==> src/inc/bpt_consts.vh <==
// Constants for the bridge port option, master timeout and capability header registers
`ifndef BPT_CONSTS_VH
`define BPT_CONSTS_VH
`define BPT_AW 8
`define BPT_OFF_PORT_OPT 8'h74
`define BPT_OFF_TIMEOUT 8'h80
`define BPT_OFF_CAP_HDR 8'hDC
`define BPT_OFF_IRQ_STAT 8'hF0
`define BPT_OFF_IRQ_MASK 8'hF4
`define BPT_OFF_SERR_STAT 8'hF8
`define BPT_BIT_PRI_MWI 7
`define BPT_BIT_SEC_MWI 8
`define BPT_BIT_LONG_LOCK 9
`define BPT_BIT_SEC_HOLD 10
`define BPT_BIT_PRI_HOLD 11
`define BPT_BIT_DTO 23
`define BPT_OPT_LO 7
`define BPT_OPT_HI 11
`define BPT_OPT_RESET 5'h18
`define BPT_TO_W 16
`define BPT_PORTS 2
`define BPT_PRI 0
`define BPT_SEC 1
`define BPT_PTO_HI 15
`define BPT_PTO_LO 0
`define BPT_STO_HI 31
`define BPT_STO_LO 16
`define BPT_CAP_HI 7
`define BPT_CAP_LO 0
`define BPT_NXT_HI 15
`define BPT_NXT_LO 8
`define BPT_TO_RESET 16'h8000
`define BPT_CAP_ID 8'h01
`define BPT_NEXT_PTR 8'h00
`define BPT_ZERO32 32'h0000_0000
`define BPT_ZERO16 16'h0000
`define BPT_ONE16 16'h0001
`define BPT_IRQ_W 2
`endif

==> src/bpt_regs.v <==
// Port option bits, per-port delayed transaction timeouts and capability header
`timescale 1ns/1ps
`include "bpt_consts.vh"
module bpt_regs
(
   input wire clk_sys, // 250 MHz system clock
   input wire arst_n, // Asynchronous reset, active low
   input wire [`BPT_AW-1:0] reg_addr, // Register byte address
   input wire [31:0] reg_wdata, // Write data
   input wire reg_wr, // Write strobe
   input wire reg_rd, // Read strobe
   input wire serr_enable, // Allows system error reporting
   input wire pri_clk_en, // Primary PCI clock enable pulse
   input wire sec_clk_en, // Secondary PCI clock enable pulse
   input wire pri_dc_queued, // Primary delayed completion queued, pulse
   input wire pri_repeat, // Primary initiator repeated transaction, pulse
   input wire sec_dc_queued, // Secondary delayed completion queued, pulse
   input wire sec_repeat, // Secondary initiator repeated transaction, pulse
   output reg [31:0] reg_rdata, // Read data, cycle after read strobe
   output reg pri_mwi_keep, // Primary MWI forwarded unchanged
   output reg sec_mwi_keep, // Secondary MWI forwarded unchanged
   output reg long_lock_req, // Long requests for lock cycles
   output reg sec_hold_req, // Secondary master holds request
   output reg pri_hold_req, // Primary master holds request
   output reg pri_discard, // Primary queued completion discarded, pulse
   output reg sec_discard, // Secondary queued completion discarded, pulse
   output reg primary_system_error_out, // System error level
   output reg irq // Interrupt level
);
   reg [`BPT_OPT_HI:`BPT_OPT_LO] opt_r;
   // Programmed timeout limits, one per port
   reg [`BPT_TO_W-1:0] pri_to_r;
   reg [`BPT_TO_W-1:0] sec_to_r;
   // Sticky delayed transaction timeout flag and its next value
   reg dto_r;
   reg dto_nxt;
   // Interrupt status and mask, bit 0 primary, bit 1 secondary
   reg [`BPT_IRQ_W-1:0] irq_stat_r;
   reg [`BPT_IRQ_W-1:0] irq_stat_nxt;
   reg [`BPT_IRQ_W-1:0] irq_mask_r;
   // Read data before the output flop
   reg [31:0] rdata_nxt;
   // Address decode, one line per writable register
   wire hit_opt;
   wire hit_to;
   wire hit_serr;
   wire hit_istat;
   wire hit_imask;
   assign hit_opt = (reg_addr == `BPT_OFF_PORT_OPT);
   assign hit_to = (reg_addr == `BPT_OFF_TIMEOUT);
   assign hit_serr = (reg_addr == `BPT_OFF_SERR_STAT);
   assign hit_istat = (reg_addr == `BPT_OFF_IRQ_STAT);
   assign hit_imask = (reg_addr == `BPT_OFF_IRQ_MASK);
   // Write enables; reads have no side effects, so only writes are qualified
   wire wr_opt;
   wire wr_to;
   wire wr_serr;
   wire wr_istat;
   wire wr_imask;
   assign wr_opt = reg_wr && hit_opt;
   assign wr_to = reg_wr && hit_to;
   assign wr_serr = reg_wr && hit_serr;
   assign wr_istat = reg_wr && hit_istat;
   assign wr_imask = reg_wr && hit_imask;
   // Per-port inputs gathered so that one loop serves both ports
   wire [`BPT_PORTS-1:0] clk_en_v;
   wire [`BPT_PORTS-1:0] queued_v;
   wire [`BPT_PORTS-1:0] repeat_v;
   wire [`BPT_PORTS*`BPT_TO_W-1:0] limit_v;
   wire [`BPT_PORTS-1:0] hit_v;
   assign clk_en_v = {sec_clk_en, pri_clk_en};
   assign queued_v = {sec_dc_queued, pri_dc_queued};
   assign repeat_v = {sec_repeat, pri_repeat};
   assign limit_v = {sec_to_r, pri_to_r};
   // Delayed transaction timers, one per port, counting that port's PCI clocks
   genvar g;
   generate
      for (g = 0; g < `BPT_PORTS; g = g + 1)
      begin : port_tmr
         reg [`BPT_TO_W-1:0] cnt_r;
         reg run_r;
         wire [`BPT_TO_W-1:0] limit;
         wire [`BPT_TO_W-1:0] cnt_inc;
         assign limit = limit_v[g*`BPT_TO_W +: `BPT_TO_W];
         // Never wraps; a limit of all ones is still reached one step earlier
         assign cnt_inc = cnt_r + `BPT_ONE16;
         // Expiry only on a PCI clock, and a repeat in that cycle saves the completion
         assign hit_v[g] = run_r && clk_en_v[g] && !repeat_v[g] && (cnt_inc >= limit);
         // Queue restarts the count and beats a repeat; repeat or expiry stops it
         always @(posedge clk_sys or negedge arst_n)
         begin
            if (!arst_n)
            begin
               cnt_r <= {`BPT_TO_W{1'b0}};
               run_r <= 1'b0;
            end
            else if (queued_v[g])
            begin
               run_r <= 1'b1;
               cnt_r <= {`BPT_TO_W{1'b0}};
            end
            else if (repeat_v[g] || hit_v[g])
            begin
               run_r <= 1'b0;
               cnt_r <= {`BPT_TO_W{1'b0}};
            end
            else if (run_r && clk_en_v[g])
               cnt_r <= cnt_inc;
         end
      end
   endgenerate
   // Option and timeout registers; upper option bits are not stored so writes vanish
   always @(posedge clk_sys or negedge arst_n)
   begin
      if (!arst_n)
      begin
         opt_r <= `BPT_OPT_RESET;
         pri_to_r <= `BPT_TO_RESET;
         sec_to_r <= `BPT_TO_RESET;
         irq_mask_r <= {`BPT_IRQ_W{1'b0}};
      end
      else
      begin
         if (wr_opt)
            opt_r <= reg_wdata[`BPT_OPT_HI:`BPT_OPT_LO];
         if (wr_to)
         begin
            pri_to_r <= reg_wdata[`BPT_PTO_HI:`BPT_PTO_LO];
            sec_to_r <= reg_wdata[`BPT_STO_HI:`BPT_STO_LO];
         end
         if (wr_imask)
            irq_mask_r <= reg_wdata[`BPT_IRQ_W-1:0];
      end
   end
   // Control outputs registered from the option bits
   always @(posedge clk_sys or negedge arst_n)
   begin
      if (!arst_n)
      begin
         pri_mwi_keep <= 1'b0;
         sec_mwi_keep <= 1'b0;
         long_lock_req <= 1'b0;
         sec_hold_req <= 1'b1;
         pri_hold_req <= 1'b1;
      end
      else
      begin
         pri_mwi_keep <= opt_r[`BPT_BIT_PRI_MWI];
         sec_mwi_keep <= opt_r[`BPT_BIT_SEC_MWI];
         long_lock_req <= opt_r[`BPT_BIT_LONG_LOCK];
         sec_hold_req <= opt_r[`BPT_BIT_SEC_HOLD];
         pri_hold_req <= opt_r[`BPT_BIT_PRI_HOLD];
      end
   end
   // Discard pulses, one cycle after the expiring PCI clock
   always @(posedge clk_sys or negedge arst_n)
   begin
      if (!arst_n)
      begin
         pri_discard <= 1'b0;
         sec_discard <= 1'b0;
      end
      else
      begin
         pri_discard <= hit_v[`BPT_PRI];
         sec_discard <= hit_v[`BPT_SEC];
      end
   end
   // Timeout flag next value; a new timeout wins over a clear in the same cycle
   always @*
   begin
      dto_nxt = dto_r;
      if (|hit_v)
         dto_nxt = 1'b1;
      else if (wr_serr && reg_wdata[`BPT_BIT_DTO])
         dto_nxt = 1'b0;
   end
   // Interrupt status next value, write one to clear, set wins
   always @*
   begin
      irq_stat_nxt = irq_stat_r;
      if (wr_istat)
         irq_stat_nxt = irq_stat_r & ~reg_wdata[`BPT_IRQ_W-1:0];
      irq_stat_nxt = irq_stat_nxt | hit_v;
   end
   // Status flops
   always @(posedge clk_sys or negedge arst_n)
   begin
      if (!arst_n)
      begin
         dto_r <= 1'b0;
         irq_stat_r <= {`BPT_IRQ_W{1'b0}};
      end
      else
      begin
         dto_r <= dto_nxt;
         irq_stat_r <= irq_stat_nxt;
      end
   end
   // Level outputs lag their sources one cycle so that both leave a flop
   always @(posedge clk_sys or negedge arst_n)
   begin
      if (!arst_n)
      begin
         primary_system_error_out <= 1'b0;
         irq <= 1'b0;
      end
      else
      begin
         primary_system_error_out <= dto_r && serr_enable;
         irq <= |(irq_stat_r & irq_mask_r);
      end
   end
   // Read mux; unmapped addresses and idle cycles give zero
   always @*
   begin
      rdata_nxt = `BPT_ZERO32;
      if (reg_rd)
      begin
         case (reg_addr)
            `BPT_OFF_PORT_OPT:
               rdata_nxt[`BPT_OPT_HI:`BPT_OPT_LO] = opt_r;
            `BPT_OFF_TIMEOUT:
            begin
               rdata_nxt[`BPT_PTO_HI:`BPT_PTO_LO] = pri_to_r;
               rdata_nxt[`BPT_STO_HI:`BPT_STO_LO] = sec_to_r;
            end
            `BPT_OFF_CAP_HDR:
            begin
               rdata_nxt[`BPT_CAP_HI:`BPT_CAP_LO] = `BPT_CAP_ID;
               rdata_nxt[`BPT_NXT_HI:`BPT_NXT_LO] = `BPT_NEXT_PTR;
            end
            `BPT_OFF_SERR_STAT:
               rdata_nxt[`BPT_BIT_DTO] = dto_r;
            `BPT_OFF_IRQ_STAT:
               rdata_nxt[`BPT_IRQ_W-1:0] = irq_stat_r;
            `BPT_OFF_IRQ_MASK:
               rdata_nxt[`BPT_IRQ_W-1:0] = irq_mask_r;
            default:
               rdata_nxt = `BPT_ZERO32;
         endcase
      end
   end
   // Read data stands only in the cycle after the strobe
   always @(posedge clk_sys or negedge arst_n)
   begin
      if (!arst_n)
         reg_rdata <= `BPT_ZERO32;
      else
         reg_rdata <= rdata_nxt;
   end
endmodule

==> config.mk <==
export PLATFORM = sky130hd
export DESIGN_NAME = bpt_regs
export DESIGN_NICKNAME = d
export VERILOG_FILES = /design/src/bpt_regs.v
export VERILOG_INCLUDE_DIRS = /design/src /design/src/inc
export SDC_FILE = /design/constraint.sdc
export NUM_CORES = 1
export LEC_CHECK = 0
export ABC_AREA = 0
export ABC_CLOCK_PERIOD_IN_PS = 6000
export BUFFER_PORTS_ARGS = -buffer_cell sky130_fd_sc_hd__buf_2
export CAP_MARGIN = 20
export CORE_MARGIN = 2
export CORE_UTILIZATION = 35
export DETAILED_ROUTE_END_ITERATION = 8
export PLACE_DENSITY = 0.56
export SLEW_MARGIN = 20
export SYNTH_ARGS = -nofsm -noshare
export SYNTH_HDL_FRONTEND = slang
export SYNTH_SLANG_ARGS = --single-unit
==> constraint.sdc <==
create_clock -name clk_sys -period 6 [get_ports clk_sys]
set_input_delay 1.5 -clock clk_sys [delete_from_list [all_inputs] [get_ports clk_sys]]
set_output_delay 1.5 -clock clk_sys [all_outputs]
set_load 0.01 [all_outputs]
Word level (Yosys, flattened, before mapping)
Index checks and enable logic that the tools add are counted.

Bits in registers: 117. Bits of input ports: 51. Word-level logic and storage cells: 79. Output and inout port bits: 41.

Reductions and logical operators: 24. Order comparisons: 2. Bitwise logic cells: 4. Add/sub/neg operators: 2. Equal/unequal tests: 6. Multiplexer cells: 21.

Operators with widths (count): two-way mux 16 bit (6); == test 8 bit (second input constant) (5); adder 16 x 1 -> 16 bit (second input constant) (2); greater-or-equal comparator 16 bit (2); two-way mux 32 bit (1); logical AND 1 bit (13); case mux 5 bit (2 select lines) (1); == test 8 x 7 -> 1 bit (second input constant) (1); two-way mux 8 bit (1); case mux 2 bit (4 select lines) (1); two-way mux 7 bit (1); two-way mux 1 bit (6); nonzero test 2 bit (3); nonzero test 3 bit (2); two-way mux 5 bit (1); AND 2 bit (2); two-way mux 4 bit (1); OR reduction 2 bit (2); logical NOT 1 bit (2); logical OR 1 bit (2); two-way mux 2 bit (1); inverter 2 bit (1); bitwise OR 2 bit (1); case mux 1 bit (2 select lines) (1).

Depth between registers and ports, before layout
Gate-level depths: netlist (run 1).

Depth after elaboration: 6. Gate-level depth with buffers: 14. Gate-level depth less buffers: 13.

Least setup slack after synthesis (run 1)
No wires, ideal clock.

Kind: register -> register. Start point: reg port_tmr[0].cnt_r[0]. End point: reg port_tmr[0].run_r. Stages on the path, launching flop included: 15. Path buffers: 1. Arrival: 3095 ps. Setup slack: 2786 ps. Required time: 5880 ps. Period minus slack after synthesis: 3214 ps. Setup time: 120 ps. Cells stage by stage: dfrtp_1 > ha_1 > nand3_1 > nor3_1 > and4_1 > a31o_2 > nand2_1 > ha_1 > nand4_1 > nor3_2 > or4b_1 > and2_4 > buf_6 > a31o_1 > a31o_1.

Word-level cells in the longest chain between the ends: 5.

RTL lines: start: declaration (RTL line bpt_regs.v:80) `` reg [`BPT_TO_W-1:0] cnt_r; ``; start signal: assignment (RTL line bpt_regs.v:94) `` cnt_r <= {`BPT_TO_W{1'b0}}; ``; start signal: assignment (RTL line bpt_regs.v:100) `` cnt_r <= {`BPT_TO_W{1'b0}}; ``; start signal: assignment (RTL line bpt_regs.v:105) `` cnt_r <= {`BPT_TO_W{1'b0}}; ``; adder 16 x 1 -> 16 bit (no line); greater-or-equal comparator 16 bit (RTL line bpt_regs.v:88) `assign hit_v[g] = run_r && clk_en_v[g] && !repeat_v[g] && (cnt_inc >= limit);`; logical AND 1 bit (RTL line bpt_regs.v:88); logical OR 1 bit (RTL line bpt_regs.v:102) `else if (repeat_v[g] || hit_v[g])`; nonzero test 2 bit (no line); end signal: assignment (RTL line bpt_regs.v:95) `run_r <= 1'b0;`; end signal: assignment (RTL line bpt_regs.v:99) `run_r <= 1'b1;`; end signal: assignment (RTL line bpt_regs.v:104) `run_r <= 1'b0;`; end: declaration (RTL line bpt_regs.v:81) `reg run_r;`.

Every way passes these cells. A chain may end at the register's enable or synchronous reset.

Worst setup path in the final report (run 1)
Start point: reg port_tmr[1].cnt_r[2]. End point: reg port_tmr[1].cnt_r[13].

Word-level cells in the longest chain between the ends: 6. Elaborated cells on any way between the ends: 8. Those cells by class: add/sub (1); order compare (1); mux (3); reduce/logical (3).

RTL lines: start: declaration (RTL line bpt_regs.v:80); start signal: assignment (RTL line bpt_regs.v:94); start signal: assignment (RTL line bpt_regs.v:100); start signal: assignment (RTL line bpt_regs.v:105); adder 16 x 1 -> 16 bit (no line) (*); greater-or-equal comparator 16 bit (RTL line bpt_regs.v:88); logical AND 1 bit (RTL line bpt_regs.v:88); logical OR 1 bit (RTL line bpt_regs.v:102); two-way mux 16 bit (RTL line bpt_regs.v:102); two-way mux 16 bit (RTL line bpt_regs.v:97) `else if (queued_v[g])`.

Mark *: on every way between the ends. The rest lies on a longest branch, timed or not. The select of a mux whose other input is x is not followed.

==> impl_metrics.toml, run 1 <==
[layout]
fillers = 1577
num_antenna_cells = 0
drive_above_1_share_pct = 29.11
stdcell_count = 859
final_util_pct = 44.04
areaGrowthSynthToFinish_pct = 23.01
layout.nets = 711

[clocking]
clock_latency_ns = 0.42
post_cts_buffers = 0
cts_resized = 0
clock_sinks = 117
htreeDepth = 4
clockBufferDepth = 2
root_buffer = "clkbuf_16"
cts_buffers = 17
cts_tree = "done"
hold_buffers = 0
clkSlewWorstSetupHoldPaths_ns = 0.05

[logic_synthesis]
synth_top_area_share_pct = 46.79
ys_top_cells_by_area = "dfrtp_1 47%, mux2_4 7.6%, ha_1 7.2%, nand2_1 3.0%, dfstp_2 2.7%"
synthFlopType = "dfrtp_1"
synth_most_common_cell = "dfrtp_1"
synthTopCellsByCount = "111 x dfrtp_1, 47 x nand2_1, 38 x inv_1"
syn_area_um2 = 5937
yosys.area.top_type = "dfrtp_1"
synth-seq-cells = 117
synthMuxAreaShare_pct = 9.294
synth_top_family_by_area = "simple AND/OR/NAND/NOR gates"
syn_avg_cell_area_um2 = 11.18
postSynthCellCount = 531
synth_edf_count = 0
yosys_warnings = 0
syn_nets = 616
synth_compound_area_share_pct = 11.32
synth-xor-area-share_pct = 2.803
async_reset_ff_share_pct = 100.0
yosysSeqAreaShare_pct = 49.44
yosysUniqueCellTypes = 53
yosys.area_share.simple_pct = 15.66
synth_fa_ha_area_share_pct = 7.165

[timing]
finalCritPeriodShare_pct = 64.93
drv_slew = 0
hold_viol = 0
worst_pin_slew_ns = 0.8048
tns_ns = 0
timing.max_slew.rel_slack_pct = 45.94
finalWorstPathRequiredPeriod_ns = 3.896
worst_slack_ns = 2.104
rsz0062_at_grt = "no"
max_freq_ghz = 0.2567
setup_viol = 0
skew_ns = 0.009854

[power_and_ir_drop]
p_leak_uw = 0.003767
ir_drop_uv = 193.8
power_density_nw_per_um2 = 297.2

[place]
numPlacedInstances = 827
dpl_worst_slack_ns = 2.195
portBuffers = 91
place.gp.congestion = 0.8546
place.detailed.hpwl_um = 10540

[worst_hold_path]
min_path_cells = 0
min_to = "pri_hold_req"
hold_path_class = "reg -> reg"
hp-start = "opt_r[11]"

[setup_path]
cp_data_arrival_time_ns = 4.25
rr_worst_depth = 11
reg2reg_to = "port_tmr[1].cnt_r[13]"
worstPathRequired_ns = 6.36
endpoint_kind = "flip-flop"
worst-r2r-setup-slack_ns = 2.10
crit_type = "reg -> reg"
crit_path_max_fanout = 15
timing.rr.start = "port_tmr[1].cnt_r[2]"
crit_path_start_kind = "flip-flop"

[global_routing]
grt-ovfl-total = 0
grt_pass1_wl_um = 24530
first_global_vias = 4646
grt_max_degree = 78
antenna_found_initial = 0
grtUsageTotal_pct = 17.57

[die]
die_w_um = 134.2
core_um2 = 16580
start_util_pct = 35.80
rows = 47
die_area_um2 = 18020
pin_count = 92
dieHeight_um = 134.2

[detailed_routing]
avgViaCountPerCell = 5.163
drc = 0
route.vias.total = 4435
wl_per_cell_um = 17.31
dr.pass1.iters = 5
drtIter0Drc = 353
ant_nets = 0
wirelength_um = 14870

[flow_run]
cap_violations = 0

[outcome]
status = "completed"
stage by stage:
step | hold WS [ns] | area, um^2 | power (uW)
final | 0.3746 | 7303 | 2171
after global routing | 0.3842 | 7303 | 2249
after CTS | 0.3759 | 7300 | 2197
after detailed placement | 0.3681 | 6598 | 990.8
after global placement | 0.3640 | 6598 | 987.1
after floorplan | 0.3586 | 5937 | 926.1
critical path, cell delays in order, from the launching register on:
cell and delay (ns):
dfrtp_1 0.44, nand3_1 0.21, nor3_1 0.50, and2_1 0.27, xor2_1 0.21, ha_1 0.27
a21o_1 0.16, a21o_1 0.20, a2111oi_2 0.41, nand4_1 0.59, nor3b_1 0.46, a21o_1 0.12
worst max path at each step:
stage | from | endpoint | slack, ns | cells past startpoint
3_5_place_dp | reg_addr[3] | port_tmr[1].limit[5] | 2.20 | 8
3_3_place_gp | reg_addr[3] | port_tmr[0].limit[6] | 2.21 | 8
6_report | port_tmr[1].cnt_r[2] | port_tmr[1].cnt_r[13] | 2.10 | 11
5_1_grt | port_tmr[0].cnt_r[0] | port_tmr[0].cnt_r[14] | 1.81 | 12
2_1_floorplan | port_tmr[0].cnt_r[0] | port_tmr[0].run_r | 2.79 | 14
4_1_cts | port_tmr[1].cnt_r[2] | port_tmr[1].cnt_r[13] | 2.23 | 11
cells by family (layout without fill, tap and decap cells):
logic type               count (synthesis)  count (layout)
AND/OR/NAND/NOR                        173             173
buffers and inverters                   59             167
flip-flops                             117             117
XOR/XNOR                                19              19
adder cells (fa/ha/maj)                 34              34
AO/OA/AOI/OAI                           90              90
multiplexers                            39              39
power breakdown:
group,switching (uW),total [uW],leakage (uW),internal (uW)
clock,350,1190,0.000346,844
sequential,12.3,823,0.00158,810
combinational,95.5,155,0.00184,59.1
state kept, by name, indices dropped and copies added, names as in the netlist:
name	cells
sec_hold_req	1
primary_system_error_out	1
sec_discard	1
pri_discard	1
irq	1
irq_stat_r	2
port_tmr.limit	32
opt_r	5
sec_mwi_keep	1
long_lock_req	1
port_tmr.run_r	2
port_tmr.cnt_r	32
reg_rdata	32
dto_r	1
pri_mwi_keep	1
pri_hold_req	1
irq_mask_r	2
area by class of cell:
type	count	area, um^2	share of cell area, %
Sequential cell	117	2935	40.19
Multi-Input combinational cell	355	2745	37.59
Clock buffer	24	511.7	7.007
Tap cell	220	275.3	3.769
Timing Repair Buffer	96	499.2	6.836
Inverter	39	146.4	2.004
Clock inverter	8	190.2	2.604
cells in the final DEF (no fill, tap or decap), types with 2 or more instances in the layout:
cell | synthesis | final
buf_4 | 1 | 5
a31o_1 | 2 | 2
nor3b_1 | 2 | 2
dfrtp_1 | 111 | 111
nor3_1 | 13 | 13
dfstp_2 | 6 | 6
buf_2 | 1 | 90
inv_1 | 38 | 38
or2_2 | 6 | 6
a21oi_1 | 20 | 20
a32o_1 | 15 | 15
nand4_1 | 14 | 14
a211oi_1 | 2 | 2
a2111oi_0 | 2 | 2
mux2_4 | 30 | 30
clkinv_2 | 0 | 2
and2_1 | 8 | 8
a21o_1 | 18 | 18
ha_1 | 34 | 34
nor2_1 | 19 | 19
and3_1 | 7 | 7
xor2_1 | 10 | 10
nand2b_1 | 6 | 6
xnor2_1 | 9 | 9
mux2_2 | 9 | 9
nand2_1 | 47 | 47
bufinv_16 | 0 | 6
nand3_1 | 14 | 14
a211o_1 | 2 | 2
o21ai_0 | 14 | 14
a22o_1 | 6 | 6
nor4_1 | 24 | 24
or3_1 | 3 | 3
nor3_2 | 2 | 2
clkbuf_8 | 0 | 6
clkbuf_16 | 0 | 17
layer usage:
layer / GRT usage, % / share of wire (%) / vias up
met2: 28.03 / 47 / 120
met5: 0 / 0 / -
met4: 6.082 / 1.5 / 0
li1: - / - / 2111
met3: 4.460 / 5.1 / 19
met1: 23.28 / 46 / 2185
(Power assumes the default switching activity.)
==> run 2: changes to the inputs <==
- ABC_AREA: 0 -> 1
- ABC_CLOCK_PERIOD_IN_PS: 6000 -> 3550
- PLACE_DENSITY: 0.56 -> 0.58
- clock period: 6 -> 3.55 ns (I/O delays scaled with it)
==> run 2 against run 1 <==
First-iteration DRC count fell by 23%; count of clock-buffer cells in the layout decreased by 1; non-clock buffer count fell by 2; critical path depth rose by 5; critical path type unchanged; worst hold slack lost 0.012 ns; highest routed layer unchanged; critical endpoint is now port_tmr[0].cnt_r[4]; register-to-register slack got worse by 1.4 ns.
==> impl_metrics.toml, run 2 <==
[global_routing]
grtUsageTotal_pct = 15.88
antenna_found_initial = 0
first_global_vias = 4513
grt_pass1_wl_um = 22170
grt_max_degree = 65
grt-ovfl-total = 0

[logic_synthesis]
async_reset_ff_share_pct = 100.0
syn_nets = 767
syn_avg_cell_area_um2 = 8.573
yosysUniqueCellTypes = 35
postSynthCellCount = 682
synth_top_area_share_pct = 47.51
synthFlopType = "dfrtp_1"
yosysSeqAreaShare_pct = 50.20
synth_most_common_cell = "nand2_1"
yosys.area.top_type = "dfrtp_1"
synth_edf_count = 0
synth-seq-cells = 117
syn_area_um2 = 5847
yosys_warnings = 0
ys_top_cells_by_area = "dfrtp_1 48%, nand2_1 8.7%, ha_1 7.3%, inv_1 7.1%, nor2_1 5.3%"
synthTopCellsByCount = "135 x nand2_1, 111 x dfrtp_1, 111 x inv_1"

[clocking]
cts_buffers = 17
hold_buffers = 0
cts_tree = "done"
clock_latency_ns = 0.41
cts_resized = 0
clkSlewWorstSetupHoldPaths_ns = 0.05
post_cts_buffers = 0
root_buffer = "clkbuf_16"
htreeDepth = 4
clockBufferDepth = 2
clock_sinks = 117

[setup_path]
cp_data_arrival_time_ns = 3.21
crit_path_start_kind = "flip-flop"
slowest_stage = "dfrtp_1"
slowest_delay_ns = 0.41
worstPathCellList = "nand3_2 > nor2_4 > nand2_4 > nor2_4 > nand2_2 > nor2_4 > xnor2_1 > inv_1 > ha_1 > a21oi_1 > o21ai_0 > a21oi_1 > nand2_1 > nand2_2 > nand3_2 > o21ai_0"
endpoint_kind = "flip-flop"
worstPathRequired_ns = 3.87
path_common_cell = "nor2_4"
crit_path_max_fanout = 13
crit_type = "reg -> reg"

[power_and_ir_drop]
ir_drop_uv = 321.4
p_leak_uw = 0.004039
power_density_nw_per_um2 = 484.5

[timing]
max_freq_ghz = 0.3455
whs_ns = 0.3631
finalCritPeriodShare_pct = 81.54
finalWorstPathRequiredPeriod_ns = 2.895
worst_pin_slew_ns = 0.6847
hold_viol = 0
setup_viol = 0
drv_slew = 0
rsz0062_at_grt = "no"
timing.max_slew.rel_slack_pct = 54.36
skew_ns = 0.008252
tns_ns = 0

[detailed_routing]
drc = 0
route.vias.total = 4607
wl_per_cell_um = 13.24
avgViaCountPerCell = 4.539
wirelength_um = 13440
drtIter0Drc = 271
ant_nets = 0
dr.pass1.iters = 4

[die]
core_um2 = 16470
rows = 47
pin_count = 92
die_w_um = 133.3
dieHeight_um = 133.3
start_util_pct = 35.51
die_area_um2 = 17760

[worst_hold_path]
hold_path_class = "in -> async"

[layout]
mostFrequentLayoutCells = "135 x nand2_1, 111 x inv_1, 111 x dfrtp_1"
num_antenna_cells = 0
layout.nets = 867
layout_commonest_cell = "nand2_1"
areaGrowthSynthToFinish_pct = 21.87
drive_above_1_share_pct = 19.62

[outcome]
status = "completed"

[place]
portBuffers = 91
place.gp.congestion = 0.7992
place.detailed.hpwl_um = 9809

[flow_run]
cap_violations = 0
run 2: report_power, final:
group / internal [uW] / switching [uW]
clock: 1190 / 590
sequential: 1390 / 29.4
combinational: 94.8 / 163
total: 2670 / 782
run 2: logic make-up after synthesis:
family / Yosys count / share of synthesized area, %
and+or+nand+nor: 277 / 20.89
buffers and inverters: 128 / 9.073
DFF: 117 / 50.20
AOI/OAI and AO/OA: 111 / 10.31
adders and majority gates: 34 / 7.276
xor gates and xnor gates: 15 / 2.247
run 2: worst max-delay path: cells and delay by family (launching register included):
kind / cells / cell delay [ns]
AND/OR/NAND/NOR: 9 / 1.23
flip-flops: 1 / 0.41
buffers and inverters: 1 / 0.08
adder cells (fa/ha/maj): 1 / 0.29
AO/OA/AOI/OAI: 4 / 0.64
XOR/XNOR: 1 / 0.16
run 2: path summary, 6_finish.rpt:
| check | start | slack, ns | cells past startpoint | to |
|---|---|---|---|---|
| setup / recovery | port_tmr[0].cnt_r[0] | 0.66 | 16 | port_tmr[0].cnt_r[4] |
| hold / removal | arst_n | 0.36 | 1 | reg_rdata[10] |
| setup reg to reg | port_tmr[0].cnt_r[0] | 0.66 | 16 | port_tmr[0].cnt_r[4] |
| hold reg to reg | opt_r[11] | 0.36 | 0 | pri_hold_req |
| max in group asynchronous | arst_n | 2.44 | 2 | reg_rdata[29] |
| min in group clk_sys | opt_r[11] | 0.36 | 0 | pri_hold_req |
run 2: metal layers:
metal  part of all wire [%]  wire length [um]  GRT usage (%)  vias to the layer above
met5                      0                 0              0                        -
met4                   0.73                98          4.433                        0
met3                    3.6               479          4.300                        6
met2                     48              6424          26.37                       88
met1                     48              6438          20.49                     2146
li1                       -                 -              -                     2367
run 2: area by class of cell:
class	instances	area [um^2]
Fill cell	1665	9340
Sequential cell	117	2935
Inverter	115	431.7
Multi-Input combinational cell	437	2381
Tap cell	220	275.3
Clock buffer	23	457.9
Clock inverter	9	151.4
Timing Repair Buffer	94	493.0
run 2: metrics by stage:
step | cell area, um^2 | total power, uW | instances | setup slack [ns] | util [%]
3_5_place_dp | 6516 | 1698 | 983 | 0.6275 | 39.57
4_1_cts | 7126 | 3505 | 1015 | 0.5991 | 43.28
6_report | 7126 | 3452 | 1015 | 0.6552 | 43.28
5_1_grt | 7126 | 3616 | 1015 | 0.3769 | 43.28
2_1_floorplan | 5847 | 1582 | 682 | 1.218 | -
3_3_place_gp | 6516 | 1694 | 983 | 0.6455 | 39.57
==> run 3: changes to the inputs <==
- ABC_CLOCK_PERIOD_IN_PS: 3550 -> 3050
- PLACE_DENSITY: 0.58 -> 0.56
- clock period: 3.55 -> 3.05 ns (I/O delays scaled with it)
==> run 3 against run 2 <==
Combinational power is 17% higher; worst hold slack better by 0.0025 ns; setup slack got worse by 0.32 ns; largest cell class unchanged; largest power group unchanged.
==> impl_metrics.toml, run 3 (same netlist as run 2, synthesis figures left out) <==
[setup_path]
slowest_delay_ns = 0.41
worstPathCellList = "ha_1 > nand2_1 > nor2_2 > nand2_2 > nor2_2 > nand2_1 > nand2_1 > inv_1 > ha_1 > nand2_1 > o21ai_0 > a21oi_1 > nand2_1 > nand2_4 > nand3_4 > o21ai_0"
crit_type = "reg -> reg"
rr_worst_depth = 16
crit_path_start_kind = "flip-flop"
endpoint_kind = "flip-flop"
cp_data_arrival_time_ns = 3.00
crit_path_max_fanout = 13
worstPathRequired_ns = 3.34
path_common_cell = "nand2_1"
slowest_stage = "dfrtp_1"

[timing]
skew_ns = 0.009892
setup_viol = 0
timing.max_slew.rel_slack_pct = 55.55
drv_slew = 0
max_freq_ghz = 0.3686
tns_ns = 0
finalWorstPathRequiredPeriod_ns = 2.713
hold_viol = 0
worst_pin_slew_ns = 0.6667
rsz0062_at_grt = "no"
finalCritPeriodShare_pct = 88.95

[detailed_routing]
ant_nets = 0
avgViaCountPerCell = 4.511
route.vias.total = 4597
drtIter0Drc = 261
drc = 0
wirelength_um = 13180
dr.pass1.iters = 4
wl_per_cell_um = 12.93

[global_routing]
antenna_found_initial = 0
grt_max_degree = 51
grt-ovfl-total = 0
grtUsageTotal_pct = 16.02
grt_pass1_wl_um = 22400
first_global_vias = 4552

[layout]
drive_above_1_share_pct = 20.78
num_antenna_cells = 0
areaGrowthSynthToFinish_pct = 23.99
stdcell_area_um2 = 7249
layout_commonest_cell = "nand2_1"
multi_input_area_um2 = 2404
layout.nets = 871
stdcell_count = 1019
fillers = 1661
mostFrequentLayoutCells = "135 x nand2_1, 111 x inv_1, 111 x dfrtp_1"
regArea_um2 = 2935

[power_and_ir_drop]
ir_drop_uv = 401.3
p_leak_uw = 0.004105
power_density_nw_per_um2 = 583.5

[outcome]
status = "completed"

[die]
core_um2 = 16470
die_area_um2 = 17760
start_util_pct = 35.51
die_w_um = 133.3
pin_count = 92
rows = 47
dieHeight_um = 133.3

[clocking]
root_buffer = "clkbuf_16"
post_cts_buffers = 0
clkSlewWorstSetupHoldPaths_ns = 0.05
clockBufferDepth = 2
cts_tree = "done"
clock_sinks = 117
clock_latency_ns = 0.42
cts_buffers = 17
htreeDepth = 4
hold_buffers = 0

[worst_hold_path]
hold_path_class = "in -> async"

[place]
dpl-instance-area_um2 = 6546
place.gp.congestion = 0.8464
numPlacedInstances = 987
place.detailed.hpwl_um = 9925
portBuffers = 91

[flow_run]
cap_violations = 0
[run 3: final timing paths]
path                                      start                   end  slack (ns)
max in group asynchronous                arst_n          sec_hold_req        1.93
min reg2reg                           opt_r[11]          pri_hold_req        0.37
min in group clk_sys                  opt_r[11]          pri_hold_req        0.37
min                                      arst_n          reg_rdata[1]        0.37
max                        port_tmr[0].cnt_r[0]  port_tmr[0].cnt_r[4]        0.34
max reg2reg                port_tmr[0].cnt_r[0]  port_tmr[0].cnt_r[4]        0.34
[run 3: layout make-up]
cell class / count / share of cell area, %
repair buffers: 98 / 7.214
clock inverters: 13 / 3.141
well taps: 220 / 3.797
inverters: 115 / 5.954
flip-flops and latches: 117 / 40.49
multi-input cells: 437 / 33.16
clock buffers: 19 / 6.248
[run 3: what timing repair did]
| action | CTS | global route |
|---|---|---|
| resized for setup | 0 | 4 |
| endpoints found under the hold margin | 0 | 0 |
| setup endpoints to repair | 0 | 18 |
[run 3: power by group]
group          leakage [uW]  internal, uW  switching (uW)
clock              0.000329          1570             710
combinational       0.00234           113             190
sequential          0.00143          1610            32.8
total               0.00410          3300             933
[run 3: metal layers]
metal,up-vias,part of all wire (%),track usage (%),wire (um)
li1,2380,-,-,-
met1,2121,48,21.92,6327
met2,84,46,24.97,6073
met3,12,4.8,4.528,629
met4,0,1.1,4.492,145
met5,-,0,0,0
[run 3: through the flow]
stage	power [uW]	utilization (%)	worst slack, ns	hold WS (ns)
floorplan	1842	-	0.7184	0.3537
global placement	1974	39.76	0.2314	0.3554
detailed placement	1981	39.76	0.1676	0.3584
CTS	4269	43.89	0.1572	0.3662
global route	4421	44.03	0.03835	0.3734
finish	4230	44.03	0.3370	0.3656
[run 3: worst max-delay path, delay by kind of cell (launching register included)]
family          cells  cell delay (ns)
fa+ha+maj           2             0.47
buf+inv             1             0.05
simple gates       10             1.17
compound gates      3             0.49
flops               1             0.41
